File: src/inc/fes_pkg.sv
package fes_pkg;

  // ****************************************
  // register bus
  // ****************************************
  localparam int FES_AW = 4;
  localparam int FES_DW = 32;
  localparam logic [3:0] FES_OFF_STATUS = 4'h0;
  localparam logic [3:0] FES_OFF_CTRL = 4'h4;
  localparam logic [3:0] FES_OFF_IRQ_STAT = 4'h8;
  localparam logic [3:0] FES_OFF_IRQ_MASK = 4'hC;

  // ****************************************
  // status word layout
  // ****************************************
  localparam int FES_IBUS_LSB = 27;
  localparam int FES_DBUS_LSB = 25;
  localparam int FES_B1CNT_LSB = 22;
  localparam int FES_B0CNT_LSB = 17;
  localparam int FES_SIGN_LSB = 14;
  localparam int FES_B1RD_LSB = 11;
  localparam int FES_B0RD_LSB = 9;
  localparam int FES_CODE_W = 2;
  localparam int FES_CNT_W = 3;
  localparam int FES_SIGN_W = 3;
  localparam logic [31:0] FES_STATUS_RST = 32'h0000_0000;

  // ****************************************
  // outcome codes
  // ****************************************
  typedef enum logic [1:0] {
    code_clean = 2'h0,
    code_uncorrected = 2'h1,
    code_fixed_single = 2'h2,
    code_single_and_double = 2'h3
  } fes_ecc_code_t;

  // ****************************************
  // sources
  // ****************************************
  localparam int FES_NSRC = 4;
  localparam int FES_SRC_IBUS = 0;
  localparam int FES_SRC_DBUS = 1;
  localparam int FES_SRC_BANK0 = 2;
  localparam int FES_SRC_BANK1 = 3;

  // ****************************************
  // control and interrupt bits
  // ****************************************
  localparam int FES_CTRL_W = 3;
  localparam int FES_CTRL_SYSEXC = 0;
  localparam int FES_CTRL_B0_IE = 1;
  localparam int FES_CTRL_B1_IE = 2;
  localparam logic [2:0] FES_CTRL_RST = 3'h0;
  localparam int FES_IRQ_W = 4;
  localparam int FES_IRQ_UNCORR = 0;
  localparam int FES_IRQ_CORR = 1;
  localparam int FES_IRQ_SIGN = 2;
  localparam int FES_IRQ_OVFL = 3;
  localparam logic [3:0] FES_IRQ_RST = 4'h0;

endpackage

File: src/inc/fes_src_if.sv
interface fes_src_if;
  import fes_pkg::*;
  logic ev_valid;
  logic [FES_CODE_W-1:0] ev_code;
  logic cap_en;
  logic rd_clr;
  logic [FES_CODE_W-1:0] field;
  logic tally_run;
  modport ctl (output ev_valid, output ev_code, output cap_en, output rd_clr,
               input field, input tally_run);
  modport fld (input ev_valid, input ev_code, input cap_en, input rd_clr,
               output field, output tally_run);
endinterface

File: src/verilog/fes_read_field.sv
module fes_read_field
  import fes_pkg::*;
(
  input wire logic clk_sys,
  input wire logic srst,
  fes_src_if.fld src
);

  logic [FES_CODE_W-1:0] field;
  logic [FES_CODE_W-1:0] next_field;
  logic armed;

  // ****************************************
  // read-clear outcome field
  // ****************************************
  // codes are bit flags: bit1 single fixed, bit0 double left, so or-ing gives 11 for both
  always_comb begin
    next_field = field;
    if (src.rd_clr) begin
      next_field = '0;
    end
    if (src.ev_valid && src.cap_en) begin
      // new outcome survives a clear in the same cycle
      next_field = (src.rd_clr ? '0 : field) | src.ev_code;
    end
  end

  always_ff @(posedge clk_sys) begin
    if (srst) begin
      field <= '0;
    end else begin
      field <= next_field;
    end
  end

  // ****************************************
  // tally window
  // ****************************************
  // window opens once the field holds code_fixed_single alone (not 11) and closes on the status read
  always_ff @(posedge clk_sys) begin
    if (srst) begin
      armed <= 1'b0;
    end else if (src.rd_clr) begin
      armed <= 1'b0;
    end else if (field == code_fixed_single) begin
      armed <= 1'b1;
    end
  end

  assign src.field = field;
  assign src.tally_run = armed | (field == code_fixed_single);

endmodule

File: src/verilog/fes_tally.sv
module fes_tally
  import fes_pkg::*;
#(
  parameter int W = FES_CNT_W
)
(
  input wire logic clk_sys,
  input wire logic srst,
  input wire logic run,
  input wire logic hit,
  input wire logic rd_clr,
  output logic [W-1:0] count,
  output logic ovfl
);

  localparam logic [W-1:0] MAX = '1;

  // saturates rather than wrapping so software never sees a small count after many errors
  always_ff @(posedge clk_sys) begin
    if (srst) begin
      count <= '0;
    end else if (rd_clr) begin
      count <= '0;
    end else if (run && hit && count != MAX) begin
      count <= count + W'(1);
    end
  end

  assign ovfl = run & hit & (count == MAX) & ~rd_clr;

endmodule

File: src/verilog/fes_ecc_status.sv
module fes_ecc_status
  import fes_pkg::*;
(
  input wire logic clk_sys,
  input wire logic srst,
  input wire logic [FES_AW-1:0] reg_addr,
  input wire logic [FES_DW-1:0] reg_wdata,
  input wire logic reg_wr,
  input wire logic reg_rd,
  output logic [FES_DW-1:0] reg_rdata,
  input wire logic ibus_ecc_valid,
  input wire logic [FES_CODE_W-1:0] ibus_ecc_code,
  input wire logic dbus_ecc_valid,
  input wire logic [FES_CODE_W-1:0] dbus_ecc_code,
  input wire logic bank0_ecc_valid,
  input wire logic [FES_CODE_W-1:0] bank0_ecc_code,
  input wire logic bank1_ecc_valid,
  input wire logic [FES_CODE_W-1:0] bank1_ecc_code,
  input wire logic sig_check_valid,
  input wire logic [FES_SIGN_W-1:0] sig_check_code,
  output logic irq
);

  // ****************************************
  // declarations
  // ****************************************
  logic sel_status;
  logic sel_ctrl;
  logic sel_irq_stat;
  logic sel_irq_mask;
  logic status_rd;
  logic [FES_CTRL_W-1:0] ctrl;
  logic [FES_IRQ_W-1:0] irq_stat;
  logic [FES_IRQ_W-1:0] irq_mask;
  logic [FES_IRQ_W-1:0] irq_set;
  logic [FES_IRQ_W-1:0] next_irq_stat;
  logic [FES_SIGN_W-1:0] signature_check_ecc_result;
  logic [FES_DW-1:0] flash_status_word;
  logic [FES_DW-1:0] next_rdata;
  logic [FES_NSRC-1:0] ev_valid_v;
  logic [FES_CODE_W-1:0] ev_code_v [FES_NSRC];
  logic [FES_NSRC-1:0] cap_en_v;
  logic [FES_CODE_W-1:0] field_v [FES_NSRC];
  logic [FES_NSRC-1:0] run_v;
  logic [FES_CODE_W-1:0] instr_fetch_ecc_result;
  logic [FES_CODE_W-1:0] data_read_ecc_result;
  logic [FES_CODE_W-1:0] bank0_read_ecc_result;
  logic [FES_CODE_W-1:0] bank1_read_ecc_result;
  logic [FES_CNT_W-1:0] bank0_corrected_tally;
  logic [FES_CNT_W-1:0] bank1_corrected_tally;
  logic bank0_ovfl;
  logic bank1_ovfl;
  logic any_uncorr;
  logic any_corr;

  // ****************************************
  // address decode
  // ****************************************
  assign sel_status = (reg_addr == FES_OFF_STATUS);
  assign sel_ctrl = (reg_addr == FES_OFF_CTRL);
  assign sel_irq_stat = (reg_addr == FES_OFF_IRQ_STAT);
  assign sel_irq_mask = (reg_addr == FES_OFF_IRQ_MASK);

  // reading the word is what clears the read-clear fields and both tallies
  assign status_rd = reg_rd & sel_status;

  // ****************************************
  // control register
  // ****************************************
  always_ff @(posedge clk_sys) begin
    if (srst) begin
      ctrl <= FES_CTRL_RST;
    end else if (reg_wr && sel_ctrl) begin
      ctrl <= reg_wdata[FES_CTRL_W-1:0];
    end
  end

  // ****************************************
  // event sources
  // ****************************************
  assign ev_valid_v[FES_SRC_IBUS] = ibus_ecc_valid;
  assign ev_valid_v[FES_SRC_DBUS] = dbus_ecc_valid;
  assign ev_valid_v[FES_SRC_BANK0] = bank0_ecc_valid;
  assign ev_valid_v[FES_SRC_BANK1] = bank1_ecc_valid;
  assign ev_code_v[FES_SRC_IBUS] = ibus_ecc_code;
  assign ev_code_v[FES_SRC_DBUS] = dbus_ecc_code;
  assign ev_code_v[FES_SRC_BANK0] = bank0_ecc_code;
  assign ev_code_v[FES_SRC_BANK1] = bank1_ecc_code;

  // bus fields follow the system exception enable, bank fields their own interrupt enable
  assign cap_en_v[FES_SRC_IBUS] = ctrl[FES_CTRL_SYSEXC];
  assign cap_en_v[FES_SRC_DBUS] = ctrl[FES_CTRL_SYSEXC];
  assign cap_en_v[FES_SRC_BANK0] = ctrl[FES_CTRL_B0_IE];
  assign cap_en_v[FES_SRC_BANK1] = ctrl[FES_CTRL_B1_IE];

  // ****************************************
  // read-clear outcome fields
  // ****************************************
  fes_src_if src [FES_NSRC] ();

  for (genvar g = 0; g < FES_NSRC; g++) begin : g_src
    assign src[g].ev_valid = ev_valid_v[g];
    assign src[g].ev_code = ev_code_v[g];
    assign src[g].cap_en = cap_en_v[g];
    assign src[g].rd_clr = status_rd;
    assign field_v[g] = src[g].field;
    assign run_v[g] = src[g].tally_run;

    fes_read_field u_field (
      .clk_sys (clk_sys),
      .srst (srst),
      .src (src[g])
    );
  end

  assign instr_fetch_ecc_result = field_v[FES_SRC_IBUS];
  assign data_read_ecc_result = field_v[FES_SRC_DBUS];
  assign bank0_read_ecc_result = field_v[FES_SRC_BANK0];
  assign bank1_read_ecc_result = field_v[FES_SRC_BANK1];

  // ****************************************
  // single-bit tallies per bank
  // ****************************************
  fes_tally #(
    .W (FES_CNT_W)
  ) u_bank0_tally (
    .clk_sys (clk_sys),
    .srst (srst),
    .run (run_v[FES_SRC_BANK0]),
    .hit (bank0_ecc_valid & bank0_ecc_code[1]),
    .rd_clr (status_rd),
    .count (bank0_corrected_tally),
    .ovfl (bank0_ovfl)
  );

  fes_tally #(
    .W (FES_CNT_W)
  ) u_bank1_tally (
    .clk_sys (clk_sys),
    .srst (srst),
    .run (run_v[FES_SRC_BANK1]),
    .hit (bank1_ecc_valid & bank1_ecc_code[1]),
    .rd_clr (status_rd),
    .count (bank1_corrected_tally),
    .ovfl (bank1_ovfl)
  );

  // ****************************************
  // signature check outcome
  // ****************************************
  // not read-clear: it describes the check made after reset and stays until the next one
  always_ff @(posedge clk_sys) begin
    if (srst) begin
      signature_check_ecc_result <= '0;
    end else if (sig_check_valid) begin
      signature_check_ecc_result <= sig_check_code;
    end
  end

  // ****************************************
  // status word
  // ****************************************
  always_comb begin
    flash_status_word = FES_STATUS_RST;
    flash_status_word[FES_IBUS_LSB +: FES_CODE_W] = instr_fetch_ecc_result;
    flash_status_word[FES_DBUS_LSB +: FES_CODE_W] = data_read_ecc_result;
    flash_status_word[FES_B1CNT_LSB +: FES_CNT_W] = bank1_corrected_tally;
    flash_status_word[FES_B0CNT_LSB +: FES_CNT_W] = bank0_corrected_tally;
    flash_status_word[FES_SIGN_LSB +: FES_SIGN_W] = signature_check_ecc_result;
    flash_status_word[FES_B1RD_LSB +: FES_CODE_W] = bank1_read_ecc_result;
    flash_status_word[FES_B0RD_LSB +: FES_CODE_W] = bank0_read_ecc_result;
  end

  // ****************************************
  // interrupt status and mask
  // ****************************************
  always_comb begin
    any_uncorr = 1'b0;
    any_corr = 1'b0;
    for (int i = 0; i < FES_NSRC; i++) begin
      any_uncorr = any_uncorr | (ev_valid_v[i] & cap_en_v[i] & ev_code_v[i][0]);
      any_corr = any_corr | (ev_valid_v[i] & cap_en_v[i] & ev_code_v[i][1]);
    end
  end

  always_comb begin
    irq_set = '0;
    irq_set[FES_IRQ_UNCORR] = any_uncorr;
    irq_set[FES_IRQ_CORR] = any_corr;
    irq_set[FES_IRQ_SIGN] = sig_check_valid & (sig_check_code != '0);
    irq_set[FES_IRQ_OVFL] = bank0_ovfl | bank1_ovfl;
  end

  // write one to clear; a new event in the same cycle keeps its bit
  always_comb begin
    next_irq_stat = irq_stat;
    if (reg_wr && sel_irq_stat) begin
      next_irq_stat = irq_stat & ~reg_wdata[FES_IRQ_W-1:0];
    end
    next_irq_stat = next_irq_stat | irq_set;
  end

  always_ff @(posedge clk_sys) begin
    if (srst) begin
      irq_stat <= FES_IRQ_RST;
    end else begin
      irq_stat <= next_irq_stat;
    end
  end

  always_ff @(posedge clk_sys) begin
    if (srst) begin
      irq_mask <= FES_IRQ_RST;
    end else if (reg_wr && sel_irq_mask) begin
      irq_mask <= reg_wdata[FES_IRQ_W-1:0];
    end
  end

  // one cycle behind the status bits, the price of a flop-driven output
  always_ff @(posedge clk_sys) begin
    if (srst) begin
      irq <= 1'b0;
    end else begin
      irq <= |(irq_stat & irq_mask);
    end
  end

  // ****************************************
  // read data
  // ****************************************
  // the word is sampled before the clear lands, so the read returns what was caught
  always_comb begin
    next_rdata = '0;
    if (reg_rd) begin
      case (reg_addr)
        FES_OFF_STATUS: next_rdata = flash_status_word;
        FES_OFF_CTRL: next_rdata[FES_CTRL_W-1:0] = ctrl;
        FES_OFF_IRQ_STAT: next_rdata[FES_IRQ_W-1:0] = irq_stat;
        FES_OFF_IRQ_MASK: next_rdata[FES_IRQ_W-1:0] = irq_mask;
        default: next_rdata = '0;
      endcase
    end
  end

  always_ff @(posedge clk_sys) begin
    if (srst) begin
      reg_rdata <= '0;
    end else begin
      reg_rdata <= next_rdata;
    end
  end

endmodule

File: config.mk
export PLATFORM = sky130hd
export DESIGN_NAME = fes_ecc_status
export DESIGN_NICKNAME = d
export VERILOG_FILES = /design/src/inc/fes_pkg.sv /design/src/inc/fes_src_if.sv /design/src/verilog/fes_read_field.sv /design/src/verilog/fes_tally.sv /design/src/verilog/fes_ecc_status.sv
export SDC_FILE = /design/constraint.sdc
export NUM_CORES = 1
export LEC_CHECK = 0
export CAP_MARGIN = 5
export CORE_MARGIN = 2
export CORE_UTILIZATION = 50
export DETAILED_ROUTE_END_ITERATION = 8
export DONT_BUFFER_PORTS = 1
export GPL_ROUTABILITY_DRIVEN = 0
export PLACE_DENSITY_LB_ADDON = 0.08
export SETUP_SLACK_MARGIN = 0.3
export SYNTH_ARGS = -nofsm -noshare
export SYNTH_HDL_FRONTEND = slang
export SYNTH_SLANG_ARGS = --single-unit
File: constraint.sdc
create_clock -name clk_sys -period 3.45 [get_ports clk_sys]
set_clock_uncertainty 0.05 [all_clocks]
set_input_delay 0.5175 -clock clk_sys [delete_from_list [all_inputs] [get_ports clk_sys]]
set_output_delay 0.5175 -clock clk_sys [all_outputs]
set_load 0.01 [all_outputs]
==> Word level (Yosys, flattened, before mapping) <==
Index checks and enable logic that the tools add are counted.
{ "word_totals": {"reg_bits": 63, "latch_bits": 0, "ramBits": 0, "romBits": 0, "input_bits": 56, "out_inout_bits": 33, "mem_count": 0} }
{ "op_classes": {"addsub": 2, "n_mul": 0, "n_div": 0, "magnitude_cmp": 0, "eq_ne": 9, "n_shift": 0, "mux": 11, "bitwise": 42, "reduce_logical": 17} }
{ "ops": {"columns": ["operator", "count"], "rows": [
  ["1-bit bitwise AND", 22],
  ["2-bit 2-to-1 mux", 8],
  ["1-bit logical AND", 11],
  ["1-bit OR", 9],
  ["3-bit case mux with 3 select lines", 1],
  ["4-bit bitwise AND", 2],
  ["4-bit == test, second input constant", 2],
  ["2-bit OR", 4],
  ["3-bit by 1-bit adder with 3-bit output, second input constant", 2],
  ["3-bit == test, second input constant", 2],
  ["3-bit inequality test, second input constant", 2],
  ["2-bit == test, second input constant", 2],
  ["4-bit by 3-bit == test with 1-bit output, second input constant", 1],
  ["4-bit logical NOT", 1],
  ["4-bit 2-to-1 mux", 1],
  ["4-bit NOT", 1],
  ["4-bit OR", 1],
  ["2-bit OR reduction", 2],
  ["4-bit OR reduction", 1],
  ["1-bit NOT", 3],
  ["3-bit nonzero test", 1],
  ["3-bit OR reduction", 1],
  ["1-bit case mux with 2 select lines", 1]
]} }

==> Longest topological paths before layout <==
{ "logic_depth": {"depth_word": 7, "mapped_depth": 6} }

==> Modules after synthesis <==
Synthesis repeated with hierarchy kept, for this count alone.
{ "unflattened": {"cells_unflattened": 226, "hier_area_um2": 2349.8} }
{ "by_module_without_submodules": {"columns": ["mod", "instances", "cells_per_inst", "area_each_um2", "seq_area_each_um2"], "rows": [
  ["fes_ecc_status", 1, 142, 1466.4, 720.7],
  ["fes_read_field", 4, 13, 123.9, 60.1],
  ["fes_tally", 2, 16, 193.9, 60.1]
]} }

==> Worst setup path after synthesis <==
No wires, ideal clock.
{ "synth_timing": {"kind": "in2reg", "startpoint": "input reg_addr[3]", "endpoint": "register irq_stat[3]", "setup_time_ps": 117, "arrival_time_ps": 1260, "t_required_ps": 3283, "path_slack_ps": 2023, "stages": 4, "cell_sequence": "buf_4 > and4bb_4 > nand3b_1 > a32o_1"} }
{ "synth_via": {"elab_chain_len": 6, "word_cells_on_any_way": 10} }
{ "synth_rtl": {"columns": ["item", "line", "text"], "rows": [
  ["start: declaration", "fes_ecc_status.sv:6", "input wire logic [FES_AW-1:0] reg_addr,"],
  ["4-bit logical NOT", "fes_ecc_status.sv:59", "assign sel_status = (reg_addr == FES_OFF_STATUS);"],
  ["1-bit bitwise AND", "fes_ecc_status.sv:65", "assign status_rd = reg_rd & sel_status;"],
  ["1-bit NOT", "fes_tally.sv:29", "assign ovfl = run & hit & (count == MAX) & ~rd_clr;"],
  ["1-bit bitwise AND", "fes_tally.sv:29", null],
  ["1-bit OR", "fes_ecc_status.sv:191", "irq_set[FES_IRQ_OVFL] = bank0_ovfl | bank1_ovfl;"],
  ["4-bit OR (*)", "fes_ecc_status.sv:200", "next_irq_stat = next_irq_stat | irq_set;"],
  ["end signal: assignment", "fes_ecc_status.sv:207", "irq_stat <= next_irq_stat;"],
  ["end: declaration", "fes_ecc_status.sv:33", "logic [FES_IRQ_W-1:0] irq_stat;"]
]} }
Mark *: on every way between the ends. The rest lies on a longest branch, timed or not.
A chain may end at the register's enable or synchronous reset.

==> Worst setup path in the final report <==
{ "layout_timing": {"startpoint": "register u_bank0_tally.count[0]", "endpoint": "register u_bank0_tally.count[2]"} }
{ "layout_via": {"elab_chain_len": 2, "word_cells_on_any_way": 3} }
{ "layout_rtl": {"columns": ["item", "line", "text"], "rows": [
  ["start: declaration", "fes_tally.sv:12", "output logic [W-1:0] count,"],
  ["start signal: assignment", "fes_tally.sv:25", "count <= count + W'(1);"],
  ["branches (longest 2 deep; another with 3-bit by 1-bit adder with 3-bit output)", null, null]
]} }
Several ways; the timed one is not identified.

==> out/results.ini <==
[run_status]
run_status=complete, no violations

[cells_and_area]
nets=259
stdcell_count=250
n_antenna_cell=0
n_fill_cell=371
layout-drive-gt1-share_pct=10.0
area_growth_pct=4.22
fin_area_sq_um=2160

[timing]
setup_viol=0
hold_viol_final=0
period_needed_ns=1.43
min_period_over_period_pct=41.3
rsz0062_at_grt=false
maxSlewViolCount=0
setup_tns_ns=0
timing.fmax_mhz=701

[floorplanning]
die_width_um=68.4
fp.dieH_um=68.4
die_area_sq_um=4680
core_sq_um=4000
io_pins=89
fp-row-count=23
start_util_pct=51.9

[worst_hold_path]
hold_path_class=in -> reg
min-delay-start=srst
hold_path_depth=1
whs_endpoint=irq_mask[0]

[detailed_routing]
final_antenna_net_count=0
routedWlPerCell_um=15.1
totalWireLength_mm=3.79
vias_per_cell=5.37
drt_pass1_iterations=4
drc=0
drtIter0Drc=32
dr_total_vias=1343

[global_routing]
overflow=0
grt_pass1_wl_mm=6.00
grt.busiest_layer=met2
grtUsageMet1_pct=19.8
use_met3_pct=7.07
grt_use_total_pct=17.7
grtUsageMet2_pct=30.3
grt_pass1_vias=1284
grt_start_max_net_pins=19
antenna_found_initial=0

[worst_setup_path]
critPathTopFamily=adder cells
cp_cell_sequence=ha_1 > ha_1 > inv_1 > o2111ai_2 > mux2i_1 > nor2_1
required_ns=3.60
crit_path_end_kind=flop
worst_r2r_path_depth=6
r2r-start=u_bank0_tally.count[0]
cp_data_arrival_time_ns=1.57
worstPathMaxFanout=3
crit_type=reg -> reg
startpoint_type=flop
cpPeakStageDelay_ns=0.34
reg2reg_to=u_bank0_tally.count[2]
reg2reg_slack_ns=2.02
crit_start=u_bank0_tally.count[0]
cp.buffers_inverters=1
slowest_stage=dfxtp_1
crit_top_cell=ha_1

[synth]
synth_top_cells_by_area=dfxtp_1, and2_1, mux2i_1
syn_avg_cell_area_sq_um=10.5
synth_top_area_share_pct=50.2
synth_commonest_cells=dfxtp_1, nor2_1, and2_1
syn_area_sq_um=2080
ys_seq_elements=52
syn_inst=198
synthArstFlopShare_pct=0
synth_ff_type=dfxtp_1
synthMostInstantiatedCell=dfxtp_1
seq_area_frac_synth_pct=50.2
synth_top_cell_by_area=dfxtp_1
synth_warnings=0
synth_cell_types=37
synth-edff-count=0

[placement]
post_dp_cell_area_sq_um=2060
io_buffers=0
place_hpwl_mm=2.95
dpl.cell_count=242

[cts]
cts_resized=0
cts_sinks=52
cts_tree=done
cts_buffers=5
cts.clk_slew.worst_paths_ns=0.09
ctsHoldBuffers=0
htreeDepth=2
cts_buffer_depth=2
postCtsSetupBuffers=0
cts-root-buf=clkbuf_8
worstSkewPairLatency_ns=0.30

[power]
p_leak_uw=0.000869
peakVddDrop_mv=0.238
power_density_nw_per_um2=481

[flow_run]
maxCapViolations=0

[cells by family after synthesis]
kind of cell             share of synthesized area [%]
XOR/XNOR                                         0.844
buffers and inverters                             7.05
other                                            0.181
multiplexers                                      6.93
adder cells (fa/ha/maj)                           2.41
AND/OR/NAND/NOR                                   18.6
AO/OA/AOI/OAI                                     13.8
flip-flops                                        50.2
[per-stage QoR]
step	util, %	worst slack [ns]	total power (uW)	hold slack (ns)
3_5_place_dp	51.4	1.85	657	0.401
5_1_grt	54.1	1.90	1090	0.209
4_1_cts	54.1	2.00	1050	0.219
2_1_floorplan	-	2.02	668	0.379
6_report	54.1	2.02	1040	0.228
3_3_place_gp	51.4	1.86	656	0.395
[power by group]
part           switching, uW  total, uW  leakage (uW)  internal [uW]
Sequential              3.65        608      0.000420            605
Combinational           20.1       34.6      0.000394           14.5
Clock                    183        398     0.0000552            215
[layer usage]
| metal | wire length, um | vias up | part of all wire [%] |
|---|---|---|---|
| met3 | 283 | 4 | 7.5 |
| met2 | 1920 | 41 | 51 |
| li1 | - | 672 | - |
| met1 | 1550 | 626 | 41 |
| met5 | 0 | - | 0 |
| met4 | 36 | 0 | 0.95 |
[sequential cells by signal, summed over array words and instances (netlist names)]
register	flops
g_src.u_field.src.field	8
u_bank0_tally.count	3
irq_stat	4
signature_check_ecc_result	3
g_src.u_field.armed	2
irq_mask	4
u_bank1_tally.count	3
irq	1
ctrl	3
reg_rdata	21
[placed cells by master, fill, tap and decap left out]
cell and count:
nor4_1 1, nor3_4 1, inv_2 1, o2111ai_2 2, nand3_1 7, nand2_2 1, a32oi_1 2, nor2_1 20
a22o_1 3, clkbuf_8 5, a21oi_1 6, a31oi_4 1, o2111ai_1 1, a32o_1 7, nand3b_1 1, mux2_2 3
o21ai_0 5, nand2_1 8, clkbuf_1 1, a22oi_1 5, nor2b_4 1, inv_1 6, and2_1 18, nand2b_1 1
nor2b_1 4, bufinv_16 1, and4bb_4 1, clkinv_2 1, xor2_1 2, o31ai_1 1, conb_1 11, nor2_4 1
dfxtp_1 52, ha_1 4, mux2i_1 11, a31oi_1 2, nand3_4 1, nor3b_1 1
[how the worst max path moves through the flow]
stage | end | depth (start not counted) | slack, ns
3_3_place_gp | reg_rdata[12] | 4 | 1.86
5_1_grt | u_bank1_tally.count[1] | 6 | 1.90
4_1_cts | u_bank1_tally.count[1] | 6 | 2.00
6_report | u_bank0_tally.count[2] | 6 | 2.02
3_5_place_dp | reg_rdata[17] | 4 | 1.85
2_1_floorplan | irq_stat[3] | 4 | 2.02
[area by class of cell]
class,count,area (sq um),area share (%)
multi-input combinational,133,926,42.8
clock inverter,2,35.0,1.62
inverter,7,26.3,1.21
sequential,52,1040,48.1
tap,50,62.6,2.89
clock buffer,6,72.6,3.35
No activity file was read; power rests on OpenSTA's default activity.
